--- src/rtl/occ_pkg.sv ---
// Purpose: shared constants of the output compare channel
// Assumes: 32-bit AXI4-Lite register window, 16-bit time bases
// Notes:   register offsets are byte addresses
package occ_pkg;
    // bus geometry
    localparam int unsigned ADDR_W = 5;
    localparam int unsigned DATA_W = 32;
    localparam int unsigned REG_W  = 16;
    // register byte offsets
    localparam logic [4:0] OFS_CTRL = 5'h00;
    localparam logic [4:0] OFS_PRIM = 5'h04;
    localparam logic [4:0] OFS_SEC  = 5'h08;
    localparam logic [4:0] OFS_STAT = 5'h0C;
    localparam logic [4:0] OFS_MASK = 5'h10;
    // control field positions
    localparam int unsigned MODE_LSB   = 0;
    localparam int unsigned MODE_W     = 3;
    localparam int unsigned TBSEL_BIT  = 3;
    localparam int unsigned FAULT_BIT  = 4;
    localparam int unsigned IDLE_BIT   = 13;
    // writable control bits
    localparam logic [15:0] CTRL_WMASK = 16'h200F;
    // reset values
    localparam logic [15:0] CTRL_RST = 16'h0000;
    localparam logic [15:0] CMP_RST  = 16'h0000;
    localparam logic [1:0]  IRQ_RST  = 2'h0;
    // interrupt status layout
    localparam int unsigned IRQ_W     = 2;
    localparam int unsigned IRQ_EDGE  = 0;
    localparam int unsigned IRQ_FAULT = 1;
    // mode codes
    localparam logic [2:0] MODE_OFF    = 3'h0;
    localparam logic [2:0] MODE_HIGH   = 3'h1;
    localparam logic [2:0] MODE_LOW    = 3'h2;
    localparam logic [2:0] MODE_TOGGLE = 3'h3;
    localparam logic [2:0] MODE_SINGLE = 3'h4;
    localparam logic [2:0] MODE_TRAIN  = 3'h5;
    localparam logic [2:0] MODE_PWM    = 3'h6;
    localparam logic [2:0] MODE_PWMF   = 3'h7;
    // bus responses
    localparam logic [1:0] RESP_OKAY   = 2'h0;
    localparam logic [1:0] RESP_SLVERR = 2'h2;
    // synchroniser depth
    localparam int unsigned SYNC_STAGES = 2;
endpackage : occ_pkg

--- src/rtl/occ_channel.sv ---
// Purpose: output compare channel with AXI4-Lite registers
// Assumes: time base counts and rollover pulses on clock_i
// Notes:   pin change registered one edge after the match
`timescale 1ns/1ps
`default_nettype none
module occ_channel #(
    parameter int unsigned CHAN_INDEX = 1,
    parameter int unsigned CNT_W      = 16
) (
    input  wire logic                      clock_i,
    input  wire logic                      rst_n_i,
    input  wire logic [occ_pkg::ADDR_W-1:0] s_axi_awaddr_i,
    input  wire logic                      s_axi_awvalid_i,
    output logic                           s_axi_awready_o,
    input  wire logic [occ_pkg::DATA_W-1:0] s_axi_wdata_i,
    input  wire logic [3:0]                s_axi_wstrb_i,
    input  wire logic                      s_axi_wvalid_i,
    output logic                           s_axi_wready_o,
    output logic [1:0]                     s_axi_bresp_o,
    output logic                           s_axi_bvalid_o,
    input  wire logic                      s_axi_bready_i,
    input  wire logic [occ_pkg::ADDR_W-1:0] s_axi_araddr_i,
    input  wire logic                      s_axi_arvalid_i,
    output logic                           s_axi_arready_o,
    output logic [occ_pkg::DATA_W-1:0]     s_axi_rdata_o,
    output logic [1:0]                     s_axi_rresp_o,
    output logic                           s_axi_rvalid_o,
    input  wire logic                      s_axi_rready_i,
    input  wire logic [CNT_W-1:0]          first_time_base_i,
    input  wire logic [CNT_W-1:0]          second_time_base_i,
    input  wire logic                      first_rollover_i,
    input  wire logic                      second_rollover_i,
    input  wire logic                      cpu_idle_i,
    input  wire logic                      gpio_level_i,
    input  wire logic                      fault_input_pin_n_i,
    output logic                           compare_output_pin_o,
    output logic                           irq_o,
    output logic                           dma_req_o
);
    import occ_pkg::*;

    localparam logic DMA_OK = (CHAN_INDEX == 1) || (CHAN_INDEX == 2);

    logic [15:0]        ctrl_r;
    logic [CNT_W-1:0]   prim_r;
    logic [CNT_W-1:0]   sec_r;
    logic [IRQ_W-1:0]   stat_r;
    logic [IRQ_W-1:0]   mask_r;
    logic               fault_flag_r;
    logic [2:0]         mode_prev_r;
    logic               pin_r;
    logic               pin_nxt;
    logic               done_r;
    logic               fault_prev_r;
    logic               dma_r;
    logic               aw_hold_r;
    logic               w_hold_r;
    logic [ADDR_W-1:0]  awaddr_r;
    logic [DATA_W-1:0]  wdata_r;
    logic [3:0]         wstrb_r;
    logic               bvalid_r;
    logic [1:0]         bresp_r;
    logic               rvalid_r;
    logic [DATA_W-1:0]  rdata_r;
    logic [1:0]         rresp_r;
    logic [2:0]         mode;
    logic               tb_sel;
    logic               halt;
    logic               entry;
    logic [CNT_W-1:0]   count_sel;
    logic               rollover;
    logic [1:0]         match;
    logic [CNT_W-1:0]   cmp_vals [2];
    logic               fault_s;
    logic               fault_act;
    logic               fault_fall;
    logic               edge_evt;
    logic               do_wr;
    logic               wr_hit;
    logic [15:0]        ctrl_rd;
    logic [IRQ_W-1:0]   stat_set;

    // control fields
    assign mode   = ctrl_r[MODE_LSB +: MODE_W];
    assign tb_sel = ctrl_r[TBSEL_BIT];
    assign halt   = ctrl_r[IDLE_BIT] & cpu_idle_i;
    assign entry  = (mode != mode_prev_r);

    // time base selection
    assign count_sel = tb_sel ? second_time_base_i : first_time_base_i;
    assign rollover  = tb_sel ? second_rollover_i : first_rollover_i;

    // compare against both values
    assign cmp_vals[0] = prim_r;
    assign cmp_vals[1] = sec_r;
    occ_match #(.CNT_W(CNT_W), .N(2)) u_match (
        .clock_i (clock_i),
        .rst_n_i (rst_n_i),
        .count_i (count_sel),
        .cmp_i   (cmp_vals),
        .match_o (match)
    );

    // fault pin synchroniser, low means fault
    occ_sync #(.RST_VAL(1'b1)) u_fault_sync (
        .clock_i (clock_i),
        .rst_n_i (rst_n_i),
        .async_i (fault_input_pin_n_i),
        .sync_o  (fault_s)
    );
    assign fault_act  = ~fault_s;
    assign fault_fall = fault_prev_r & ~fault_s;

    // next pin level per mode
    always_comb begin
        pin_nxt = pin_r;
        if (mode == MODE_OFF) begin
            pin_nxt = gpio_level_i;
        end else if (entry) begin
            unique case (mode)
                MODE_HIGH:             pin_nxt = 1'b0;
                MODE_LOW:              pin_nxt = 1'b1;
                MODE_TOGGLE:           pin_nxt = pin_r;
                MODE_SINGLE, MODE_TRAIN: pin_nxt = 1'b0;
                default: pin_nxt = (prim_r != CMP_RST) && !(mode[0] && fault_act);
            endcase
        end else if (!halt) begin
            unique case (mode)
                MODE_HIGH:   if (match[0]) pin_nxt = 1'b1;
                MODE_LOW:    if (match[0]) pin_nxt = 1'b0;
                MODE_TOGGLE: if (match[0]) pin_nxt = ~pin_r;
                MODE_SINGLE: begin
                    if (match[1] && !done_r) pin_nxt = 1'b0;
                    else if (match[0] && !done_r) pin_nxt = 1'b1;
                end
                MODE_TRAIN: begin
                    if (match[1]) pin_nxt = 1'b0;
                    else if (match[0]) pin_nxt = 1'b1;
                end
                default: begin
                    if (rollover) pin_nxt = (prim_r != CMP_RST);
                    else if (match[0]) pin_nxt = 1'b0;
                    if (mode == MODE_PWMF && fault_act) pin_nxt = 1'b0;
                end
            endcase
        end
    end

    // output edge events that raise the interrupt
    always_comb begin
        edge_evt = 1'b0;
        if (!entry && !halt) begin
            unique case (mode)
                MODE_HIGH:   edge_evt = pin_nxt & ~pin_r;
                MODE_TOGGLE: edge_evt = pin_nxt ^ pin_r;
                MODE_LOW, MODE_SINGLE, MODE_TRAIN:
                    edge_evt = ~pin_nxt & pin_r;
                default:     edge_evt = 1'b0;
            endcase
        end
    end

    // status set terms, fault edge only in protected PWM
    assign stat_set[IRQ_EDGE]  = edge_evt;
    assign stat_set[IRQ_FAULT] = (mode == MODE_PWMF) && !halt && fault_fall;

    // pin, mode tracking and one-shot completion
    always_ff @(posedge clock_i or negedge rst_n_i) begin
        if (!rst_n_i) begin
            pin_r        <= 1'b0;
            mode_prev_r  <= MODE_OFF;
            done_r       <= 1'b0;
            fault_prev_r <= 1'b1;
        end else begin
            pin_r        <= pin_nxt;
            mode_prev_r  <= mode;
            fault_prev_r <= fault_s;
            if (entry) done_r <= 1'b0;
            else if (mode == MODE_SINGLE && match[1] && !halt) done_r <= 1'b1;
        end
    end
    assign compare_output_pin_o = pin_r;

    // fault flag, set wins, cleared by hardware outside mode 111
    always_ff @(posedge clock_i or negedge rst_n_i) begin
        if (!rst_n_i) fault_flag_r <= 1'b0;
        else if (mode == MODE_PWMF && fault_act && !halt) fault_flag_r <= 1'b1;
        else if (mode != MODE_PWMF) fault_flag_r <= 1'b0;
    end

    // dma request pulse, only on the first two channels
    always_ff @(posedge clock_i or negedge rst_n_i) begin
        if (!rst_n_i) dma_r <= 1'b0;
        else          dma_r <= DMA_OK && (|stat_set);
    end
    assign dma_req_o = dma_r;

    // write channel capture
    assign s_axi_awready_o = !aw_hold_r && !bvalid_r;
    assign s_axi_wready_o  = !w_hold_r && !bvalid_r;
    assign do_wr = aw_hold_r && w_hold_r && !bvalid_r;
    assign wr_hit = (awaddr_r == OFS_CTRL) || (awaddr_r == OFS_PRIM) ||
                    (awaddr_r == OFS_SEC) || (awaddr_r == OFS_STAT) ||
                    (awaddr_r == OFS_MASK);

    always_ff @(posedge clock_i or negedge rst_n_i) begin
        if (!rst_n_i) begin
            aw_hold_r <= 1'b0;
            w_hold_r  <= 1'b0;
            awaddr_r  <= '0;
            wdata_r   <= '0;
            wstrb_r   <= 4'h0;
            bvalid_r  <= 1'b0;
            bresp_r   <= RESP_OKAY;
        end else begin
            if (s_axi_awvalid_i && s_axi_awready_o) begin
                aw_hold_r <= 1'b1;
                awaddr_r  <= {s_axi_awaddr_i[ADDR_W-1:2], 2'h0};
            end
            if (s_axi_wvalid_i && s_axi_wready_o) begin
                w_hold_r <= 1'b1;
                wdata_r  <= s_axi_wdata_i;
                wstrb_r  <= s_axi_wstrb_i;
            end
            if (do_wr) begin
                aw_hold_r <= 1'b0;
                w_hold_r  <= 1'b0;
                bvalid_r  <= 1'b1;
                bresp_r   <= wr_hit ? RESP_OKAY : RESP_SLVERR;
            end else if (bvalid_r && s_axi_bready_i) begin
                bvalid_r <= 1'b0;
            end
        end
    end
    assign s_axi_bvalid_o = bvalid_r;
    assign s_axi_bresp_o  = bresp_r;

    // byte-lane merge of a 16-bit register
    function automatic logic [15:0] merge16(input logic [15:0] old_v,
                                            input logic [31:0] d,
                                            input logic [3:0] s);
        merge16 = {s[1] ? d[15:8] : old_v[15:8], s[0] ? d[7:0] : old_v[7:0]};
    endfunction : merge16

    // configuration registers
    always_ff @(posedge clock_i or negedge rst_n_i) begin
        if (!rst_n_i) begin
            ctrl_r <= CTRL_RST;
            prim_r <= CMP_RST;
            sec_r  <= CMP_RST;
            mask_r <= IRQ_RST;
        end else if (do_wr) begin
            unique case (awaddr_r)
                OFS_CTRL: ctrl_r <= merge16(ctrl_r, wdata_r, wstrb_r) & CTRL_WMASK;
                OFS_PRIM: prim_r <= merge16(prim_r, wdata_r, wstrb_r);
                OFS_SEC:  sec_r  <= merge16(sec_r, wdata_r, wstrb_r);
                OFS_MASK: if (wstrb_r[0]) mask_r <= wdata_r[IRQ_W-1:0];
                default:  ;
            endcase
        end
    end

    // sticky status, write one to clear, set wins
    always_ff @(posedge clock_i or negedge rst_n_i) begin
        if (!rst_n_i) begin
            stat_r <= IRQ_RST;
        end else begin
            for (int i = 0; i < IRQ_W; i++) begin
                if (stat_set[i]) stat_r[i] <= 1'b1;
                else if (do_wr && awaddr_r == OFS_STAT && wstrb_r[0] && wdata_r[i])
                    stat_r[i] <= 1'b0;
            end
        end
    end
    assign irq_o = |(stat_r & mask_r);

    // read channel
    assign ctrl_rd = {ctrl_r[15:5], fault_flag_r, ctrl_r[3:0]} & (CTRL_WMASK | 16'h0010);
    assign s_axi_arready_o = !rvalid_r;
    always_ff @(posedge clock_i or negedge rst_n_i) begin
        if (!rst_n_i) begin
            rvalid_r <= 1'b0;
            rdata_r  <= '0;
            rresp_r  <= RESP_OKAY;
        end else if (s_axi_arvalid_i && !rvalid_r) begin
            rvalid_r <= 1'b1;
            rresp_r  <= RESP_OKAY;
            rdata_r  <= '0;
            unique case ({s_axi_araddr_i[ADDR_W-1:2], 2'h0})
                OFS_CTRL: rdata_r[15:0] <= ctrl_rd;
                OFS_PRIM: rdata_r[CNT_W-1:0] <= prim_r;
                OFS_SEC:  rdata_r[CNT_W-1:0] <= sec_r;
                OFS_STAT: rdata_r[IRQ_W-1:0] <= stat_r;
                OFS_MASK: rdata_r[IRQ_W-1:0] <= mask_r;
                default:  rresp_r <= RESP_SLVERR;
            endcase
        end else if (rvalid_r && s_axi_rready_i) begin
            rvalid_r <= 1'b0;
        end
    end
    assign s_axi_rvalid_o = rvalid_r;
    assign s_axi_rdata_o  = rdata_r;
    assign s_axi_rresp_o  = rresp_r;
endmodule : occ_channel
`default_nettype wire

--- src/rtl/occ_match.sv ---
// Purpose: compare one count against a set of compare values
// Assumes: count and values come from the same clock domain
// Notes:   a match is the first cycle of equality
`timescale 1ns/1ps
`default_nettype none
module occ_match #(
    parameter int unsigned CNT_W = 16,
    parameter int unsigned N     = 2
) (
    input  wire logic             clock_i,
    input  wire logic             rst_n_i,
    input  wire logic [CNT_W-1:0] count_i,
    input  wire logic [CNT_W-1:0] cmp_i [N],
    output logic      [N-1:0]     match_o
);
    import occ_pkg::*;
    logic [N-1:0] eq;
    logic [N-1:0] eq_prev_r;
    // one comparator and edge flop per compare value
    for (genvar i = 0; i < N; i++) begin : g_cmp
        assign eq[i]      = (count_i == cmp_i[i]);
        assign match_o[i] = eq[i] & ~eq_prev_r[i];
        always_ff @(posedge clock_i or negedge rst_n_i) begin
            if (!rst_n_i) eq_prev_r[i] <= 1'b0;
            else          eq_prev_r[i] <= eq[i];
        end
    end
endmodule : occ_match
`default_nettype wire

--- src/rtl/occ_sync.sv ---
// Purpose: two-stage synchroniser for asynchronous pins
// Assumes: input is a slow level
// Notes:   first stage feeds only the second
`timescale 1ns/1ps
`default_nettype none
module occ_sync #(
    parameter logic RST_VAL = 1'b1
) (
    input  wire logic clock_i,
    input  wire logic rst_n_i,
    input  wire logic async_i,
    output var  logic sync_o
);
    import occ_pkg::*;
    logic meta_r;
    // two flops, second one is the only reader of the first
    always_ff @(posedge clock_i or negedge rst_n_i) begin
        if (!rst_n_i) begin
            meta_r <= RST_VAL;
            sync_o <= RST_VAL;
        end else begin
            meta_r <= async_i;
            sync_o <= meta_r;
        end
    end
endmodule : occ_sync
`default_nettype wire

--- config.mk ---
export PLATFORM = sky130hd
export DESIGN_NAME = occ_channel
export DESIGN_NICKNAME = d
export VERILOG_FILES = /design/src/rtl/occ_pkg.sv /design/src/rtl/occ_channel.sv /design/src/rtl/occ_match.sv /design/src/rtl/occ_sync.sv
export SDC_FILE = /design/constraint.sdc
export NUM_CORES = 1
export LEC_CHECK = 0
export ABC_AREA = 1
export BUFFER_PORTS_ARGS = -buffer_cell sky130_fd_sc_hd__buf_4
export CORE_ASPECT_RATIO = 0.75
export CORE_MARGIN = 2
export CORE_UTILIZATION = 34
export DETAILED_ROUTE_END_ITERATION = 8
export HOLD_SLACK_MARGIN = 0.15
export PLACE_DENSITY_LB_ADDON = 0.25
export SLEW_MARGIN = 20
export SYNTH_ARGS = -nofsm -noshare
export SYNTH_HDL_FRONTEND = slang
export SYNTH_SLANG_ARGS = --single-unit
--- constraint.sdc ---
create_clock -name clock_i -period 4 [get_ports clock_i]
set_input_delay 0.2 -clock clock_i [delete_from_list [all_inputs] [get_ports clock_i]]
set_output_delay 0.2 -clock clock_i [all_outputs]
set_load 0.01 [all_outputs]
Word-level counts from Yosys, hierarchy flattened
Index checks and enable logic that the tools add are counted.
{"block": "totals", "regBits": 98, "input_bits": 90, "out_inout_bits": 44, "word_cells": 157}
{"block": "classes", "eq_ne": 18, "n_mux": 37, "n_bitwise": 13, "reduce_logical": 60}
{"cell": "14-bit case mux with 3 select lines", "count": 1}
{"cell": "16-bit equality test", "count": 2}
{"cell": "1-bit two-way mux", "count": 29}
{"cell": "1-bit logical AND", "count": 24}
{"cell": "3-bit AND reduction", "count": 7}
{"cell": "3-bit by 2-bit equality test with 1-bit output, second input constant", "count": 6}
{"cell": "16-bit two-way mux", "count": 1}
{"cell": "16-bit nonzero test", "count": 1}
{"cell": "2-bit nonzero test", "count": 8}
{"cell": "3-bit equality test, second input constant", "count": 5}
{"cell": "2-bit case mux with 5 select lines", "count": 1}
{"cell": "3-bit by 1-bit equality test with 1-bit output, second input constant", "count": 3}
{"cell": "1-bit logical NOT", "count": 8}
{"cell": "1-bit bitwise AND", "count": 6}
{"cell": "3-bit logical NOT", "count": 2}
{"cell": "1-bit case mux with 3 select lines", "count": 2}
{"cell": "3-bit OR reduction", "count": 2}
{"cell": "5-bit logical NOT", "count": 1}
{"cell": "1-bit inverter", "count": 5}
{"cell": "1-bit case mux with 5 select lines", "count": 1}
{"cell": "5-bit OR reduction", "count": 1}
{"cell": "1-bit logical OR", "count": 4}
{"cell": "2-bit two-way mux", "count": 2}
{"cell": "2-bit OR reduction", "count": 2}
{"cell": "4 further kinds", "count": 4}

Longest topological paths before layout
{"block": "depth", "ltp_word": 15, "mapped_depth": 27, "ltp_nobuf": 26}

Hierarchy
From an unflattened synthesis, not the netlist that was laid out.
{"block": "unflattened", "cells_unflattened": 685, "hier_area_um2": 5159.9}
{"module": "occ_channel", "instances": 1, "cells_per_inst": 503, "area_each_um2": 4384.2, "seq_area_each_um2": 2303.5}
{"module": "occ_match", "instances": 1, "cells_per_inst": 180, "area_each_um2": 723.2, "seq_area_each_um2": 50.0}
{"module": "occ_sync", "instances": 1, "cells_per_inst": 2, "area_each_um2": 52.6, "seq_area_each_um2": 52.6}

Worst setup path before layout
Ideal clock, no wire load.
{"block": "synth_path", "path_type": "register to register", "from": "register ctrl_r[3]", "to": "register dma_r (netlist: dma_req_o)", "setup_ps": 66, "arrival_ps": 2749, "required_time_ps": 3934, "slack_ps": 1184, "path_stages_with_launch": 25, "path_buffers": 1, "period_less_slack_ps": 2816, "cell_sequence": "dfrtp_1 buf_4 nand2_1 nand2_1 nand2_1 nand2_1 a21oi_1 nand2_1 nor4_1 nand2_1 ha_1 nand2_1 nand3_1 a21oi_1 nand3_1 nand2_1 nand2_1 nand2_2 inv_1 ha_1 o21ai_0 inv_1 nand2_1 nand2_1 nand2_1"}
{"block": "synth_between", "elab_chain_cells": 15, "word_cells_on_any_way": 27, "classes_between": "2 x eq/ne; 16 x mux; 6 x bitwise; 3 x reduce/logical"}
{"element": "start: declaration", "line": "occ_channel.sv:44", "source": "logic [15:0] ctrl_r;"}
{"element": "start signal: assignment", "line": "occ_channel.sv:254", "source": "OFS_CTRL: ctrl_r <= merge16(ctrl_r, wdata_r, wstrb_r) & CTRL_WMASK;"}
{"element": "16-bit two-way mux *", "line": "occ_channel.sv:90", "source": "assign count_sel = tb_sel ? second_time_base_i : first_time_base_i;"}
{"element": "16-bit equality test *", "line": "occ_match.sv:21", "source": "assign eq[i] = (count_i == cmp_i[i]);"}
{"element": "via u_match.eq[0]", "line": "occ_match.sv:17", "source": "logic [N-1:0] eq;"}
{"element": "1-bit bitwise AND *", "line": "occ_match.sv:22", "source": "assign match_o[i] = eq[i] & ~eq_prev_r[i];"}
{"element": "1-bit two-way mux or 1-bit logical AND (tied branches)", "line": "occ_channel.sv:130, occ_channel.sv:142, occ_channel.sv:134"}
{"element": "1-bit two-way mux (on tied branches)", "line": "occ_channel.sv:141, occ_channel.sv:134"}
{"element": "1-bit two-way mux (on tied branches)", "line": "occ_channel.sv:143, occ_channel.sv:133"}
{"element": "1-bit case mux with 5 select lines *", "line": "occ_channel.sv:128", "source": "unique case (mode)"}
{"element": "1-bit two-way mux *", "line": "occ_channel.sv:127", "source": "end else if (!halt) begin"}
{"element": "1-bit two-way mux *", "line": "occ_channel.sv:119", "source": "end else if (entry) begin"}
{"element": "1-bit two-way mux *", "line": "occ_channel.sv:117", "source": "if (mode == MODE_OFF) begin"}
{"element": "1-bit inverter", "line": "occ_channel.sv:157", "source": "edge_evt = ~pin_nxt & pin_r;"}
{"element": "1-bit bitwise AND", "line": "occ_channel.sv:157"}
{"element": "1-bit case mux with 3 select lines *", "line": "occ_channel.sv:153", "source": "unique case (mode)"}
{"element": "1-bit two-way mux *", "line": "occ_channel.sv:152", "source": "if (!entry && !halt) begin"}
{"element": "2-bit OR reduction *", "line": "occ_channel.sv:194", "source": "else dma_r <= DMA_OK && (|stat_set);"}
{"element": "end signal: assignment", "line": "occ_channel.sv:194"}
{"element": "end: declaration", "line": "occ_channel.sv:55", "source": "logic dma_r;"}
The timed path passes the listed nets; every way through them passes the cells marked *.
A chain may end at the register's enable or synchronous reset.

Worst setup path after layout
Ends and elaborated chain as after synthesis.

==> results.toml <==
[timing]
slew_headroom = 0.415
skew_ns = 0.00499
finalCritPeriodShare = 0.881
fin_crit_ns = 3.52
setup_viol = 0
rsz0062_at_grt = "false"
worst_slew_pin_slew_ns = 0.878
fmax_ghz = 0.284
slew_viol_final = 0
fin_hold_ws_ns = 0.165
layout_setup_ws_ns = 0.476
hold_viol_final = 0
finalSetupTns_ns = 0

[grt]
grt_pass1_wl_um = 21300
antenna_found_initial = 0
gr-total-overflow = 0
grt_max_degree = 71
grt_pass1_vias = 4106
grt_usage = 0.178

[critical_path]
path_common_cell = "nand2_1"
critPathTopFamily = "simple AND/OR/NAND/NOR gates"
cp-start-kind = "flop"
slowest_delay_ns = 0.39
worstSetupPathType = "flop to flop"
slowest_stage = "dfrtp_1"
cp_num_cells = 23
arrival_ns = 3.81
path_cells = "inv_2 -> nand2_1 -> nand3_1 -> nand2_1 -> a21oi_1 -> nand2_1 -> nor4_1 -> nand2_1 -> ha_1 -> nand2_1 -> nand3_1 -> a21oi_1 -> nand3_1 -> nand2_1 -> nand2_1 -> nand2_2 -> inv_1 -> ha_1 -> o21ai_0 -> inv_1 -> nand2_1 -> nand2_1 -> nand2_1"
cp_num_buf_inv = 3
ff2ff_path_depth = 23
crit_path_end_kind = "flop"
worst_ep_required_time_ns = 4.28
cp_max_fo = 20

[clock_tree]
ctsResizeCount = 0
cts_buffers = 9
clock-sinks = 96
clk_latency_ns = 0.35
cts.path.max_buffers = 2
cts_tree = "done"
h-tree-depth = 3
clock-root-buffer = "clkbuf_16"
clk_pin_slew_ns = 0.07

[power]
seqPwrFrac = 0.399
power.switching_mw = 1.56
switching_share = 0.390
power_leakage_nw = 3.30
p_comb_frac = 0.363
p_int_mw = 2.44
power_mw = 4.00
clkPwrFrac = 0.238
power.density_nw_per_um2 = 622
vdd_ir_drop_max_mv = 0.305

[logic_synthesis]
synth_area_per_cell_um2 = 7.50
syn_inst = 671
ys_seq_elements = 96
yosysWarnings = 0
synthDistinctLibCells = 33
syn-cell-area_um2 = 5030
seq_area_frac_synth = 0.478

[cells_and_area]
fin_util = 0.445
finalNetCount = 878
fin_area_um2 = 6430
area_growth_pct = 27.8
n_fill_cell = 1489
drive_gt1_frac = 0.158
final_cells = 990
antenna_cells = 0

[min_path]
whs_path_depth = 5
hold_path.class = "input pin to flop"

[placement]
portBuffers = 93
dp_hpwl_um = 10100
gp_congestion = 0.899
dp_cells = 949
pre_cts_slack_ns = 0.509
placed_area_um2 = 5850

[floorplan]
die_w_um = 144
pin_count = 134
num_rows = 38
die-area_um2 = 15800
die_y_um = 109
core_area_um2 = 14500
start_util = 0.348

[route]
drt_iter0_markers = 433
ant_nets = 0
vias = 4506
vias_per_cell = 4.55
post-route-drc-count = 0
drt_pass1_iterations = 5
wl_per_cell_um = 13.6
wl_um = 13400

[job]
max_cap_violations = 0

[status]
status = "complete, no violations"
## what timing repair did
| item | 4_1_cts | 5_1_grt |
|---|---|---|
| setup buffers | 0 | 0 |
| hold endpoints to repair | 91 | 0 |
| hold buffers | 25 | 0 |
## synthesized netlist by cell type, drive strengths merged
library cell	n	area share
a221oi	2	0.0035
ha	3	0.0075
nor2	55	0.041
o22ai	13	0.016
inv	85	0.063
a21oi	30	0.030
a31oi	2	0.0025
nand2	217	0.17
o211ai	1	0.0015
a31o	1	0.0017
nand3	38	0.038
o21ai	52	0.052
nand4	4	0.0050
buf	22	0.034
xor2	6	0.010
nor3	11	0.011
a32o	1	0.0020
mux2i	1	0.0020
conb	1	0.00075
xnor2	3	0.0052
clkbuf	13	0.0097
nand3b	1	0.0015
o31ai	2	0.0030
o221ai	2	0.0035
a22o	1	0.0017
mux2	1	0.0022
dfstp	3	0.016
clkinv	1	0.00075
nor4	6	0.0075
dfrtp	93	0.46
## per-layer routing
metal	wire length, µm	part of all wire	vias up	global-route usage
li1	-	-	2337	-
met1	7230	0.54	2020	0.282
met2	5250	0.39	135	0.244
met3	787	0.059	14	0.0335
met4	167	0.012	0	0.0479
met5	0	0	-	0
## cells by family after synthesis
| logic type | after synthesis | share of synthesized area |
|---|---|---|
| buffers and inverters | 121 | 0.107 |
| muxes | 2 | 0.00423 |
| adders and majority gates | 3 | 0.00746 |
| xor gates and xnor gates | 9 | 0.0157 |
| DFF | 96 | 0.478 |
| AOI/OAI and AO/OA | 107 | 0.117 |
| other | 1 | 0.000745 |
| and+or+nand+nor | 332 | 0.269 |
## registers in the layout (all words and copies together), names as in the netlist, 2 cells and up
register and count:
ctrl_r 5, wstrb_r 2, wdata_r 16, mode_prev_r 3
awaddr_r 3, stat_r 2, s_axi_rdata_o 16, prim_r 16
sec_r 16, mask_r 2, u_match.eq_prev_r 2
## cell usage in the layout (no fill, tap or decap), types with 8 or more instances in the layout
cell type	netlist	layout
conb_1	1	18
nor2_1	55	55
nor3_1	11	11
o21ai_0	52	52
inv_1	84	84
dlygate4sd3_1	0	25
nand2_1	210	209
clkbuf_16	0	9
o22ai_1	13	13
nand2_2	7	8
nand3_1	38	38
dfrtp_1	93	93
buf_4	21	96
a21oi_1	30	30
## final timing paths
kind,from,end,slack (ns)
min,gpio_level_i,compare_output_pin_o$_DFF_PN0_,0.17
max reg2reg,ctrl_r[3]$_DFFE_PN0P_,dma_req_o$_DFF_PN0_,0.48
max,ctrl_r[3]$_DFFE_PN0P_,dma_req_o$_DFF_PN0_,0.48
min in group asynchronous,rst_n_i,wstrb_r[0]$_DFFE_PN0P_,0.52
max in group asynchronous,rst_n_i,fault_prev_r$_DFF_PN1_,2.54
min reg2reg,u_fault_sync.meta_r$_DFF_PN1_,u_fault_sync.sync_o$_DFF_PN1_,0.36
## tightest hold or removal path, cell delays in order
cell and delay (ns):
buf_4 0.08, inv_1 0.03, nand2_1 0.06, nand2_2 0.07, inv_1 0.05
## area by class of cell
cell class                 count  area [µm²]  area share
clock buffer                  11         243      0.0378
inverter                      86         323      0.0502
clock inverter                 5        86.3      0.0134
timing repair buffer         121         971       0.151
tap                          200         250      0.0389
multi-input combinational    471        2150       0.335
sequential                    96        2410       0.374
## power by group through the flow
stage	registers (mW)	logic (mW)	clock network [mW]
after global routing	1.64	1.68	1.01
final	1.60	1.45	0.953
after global placement	1.60	1.42	0
after detailed placement	1.60	1.43	0
after CTS	1.58	1.46	0.972
after floorplan	1.52	1.01	0
No activity file was read; power rests on OpenSTA's default activity.
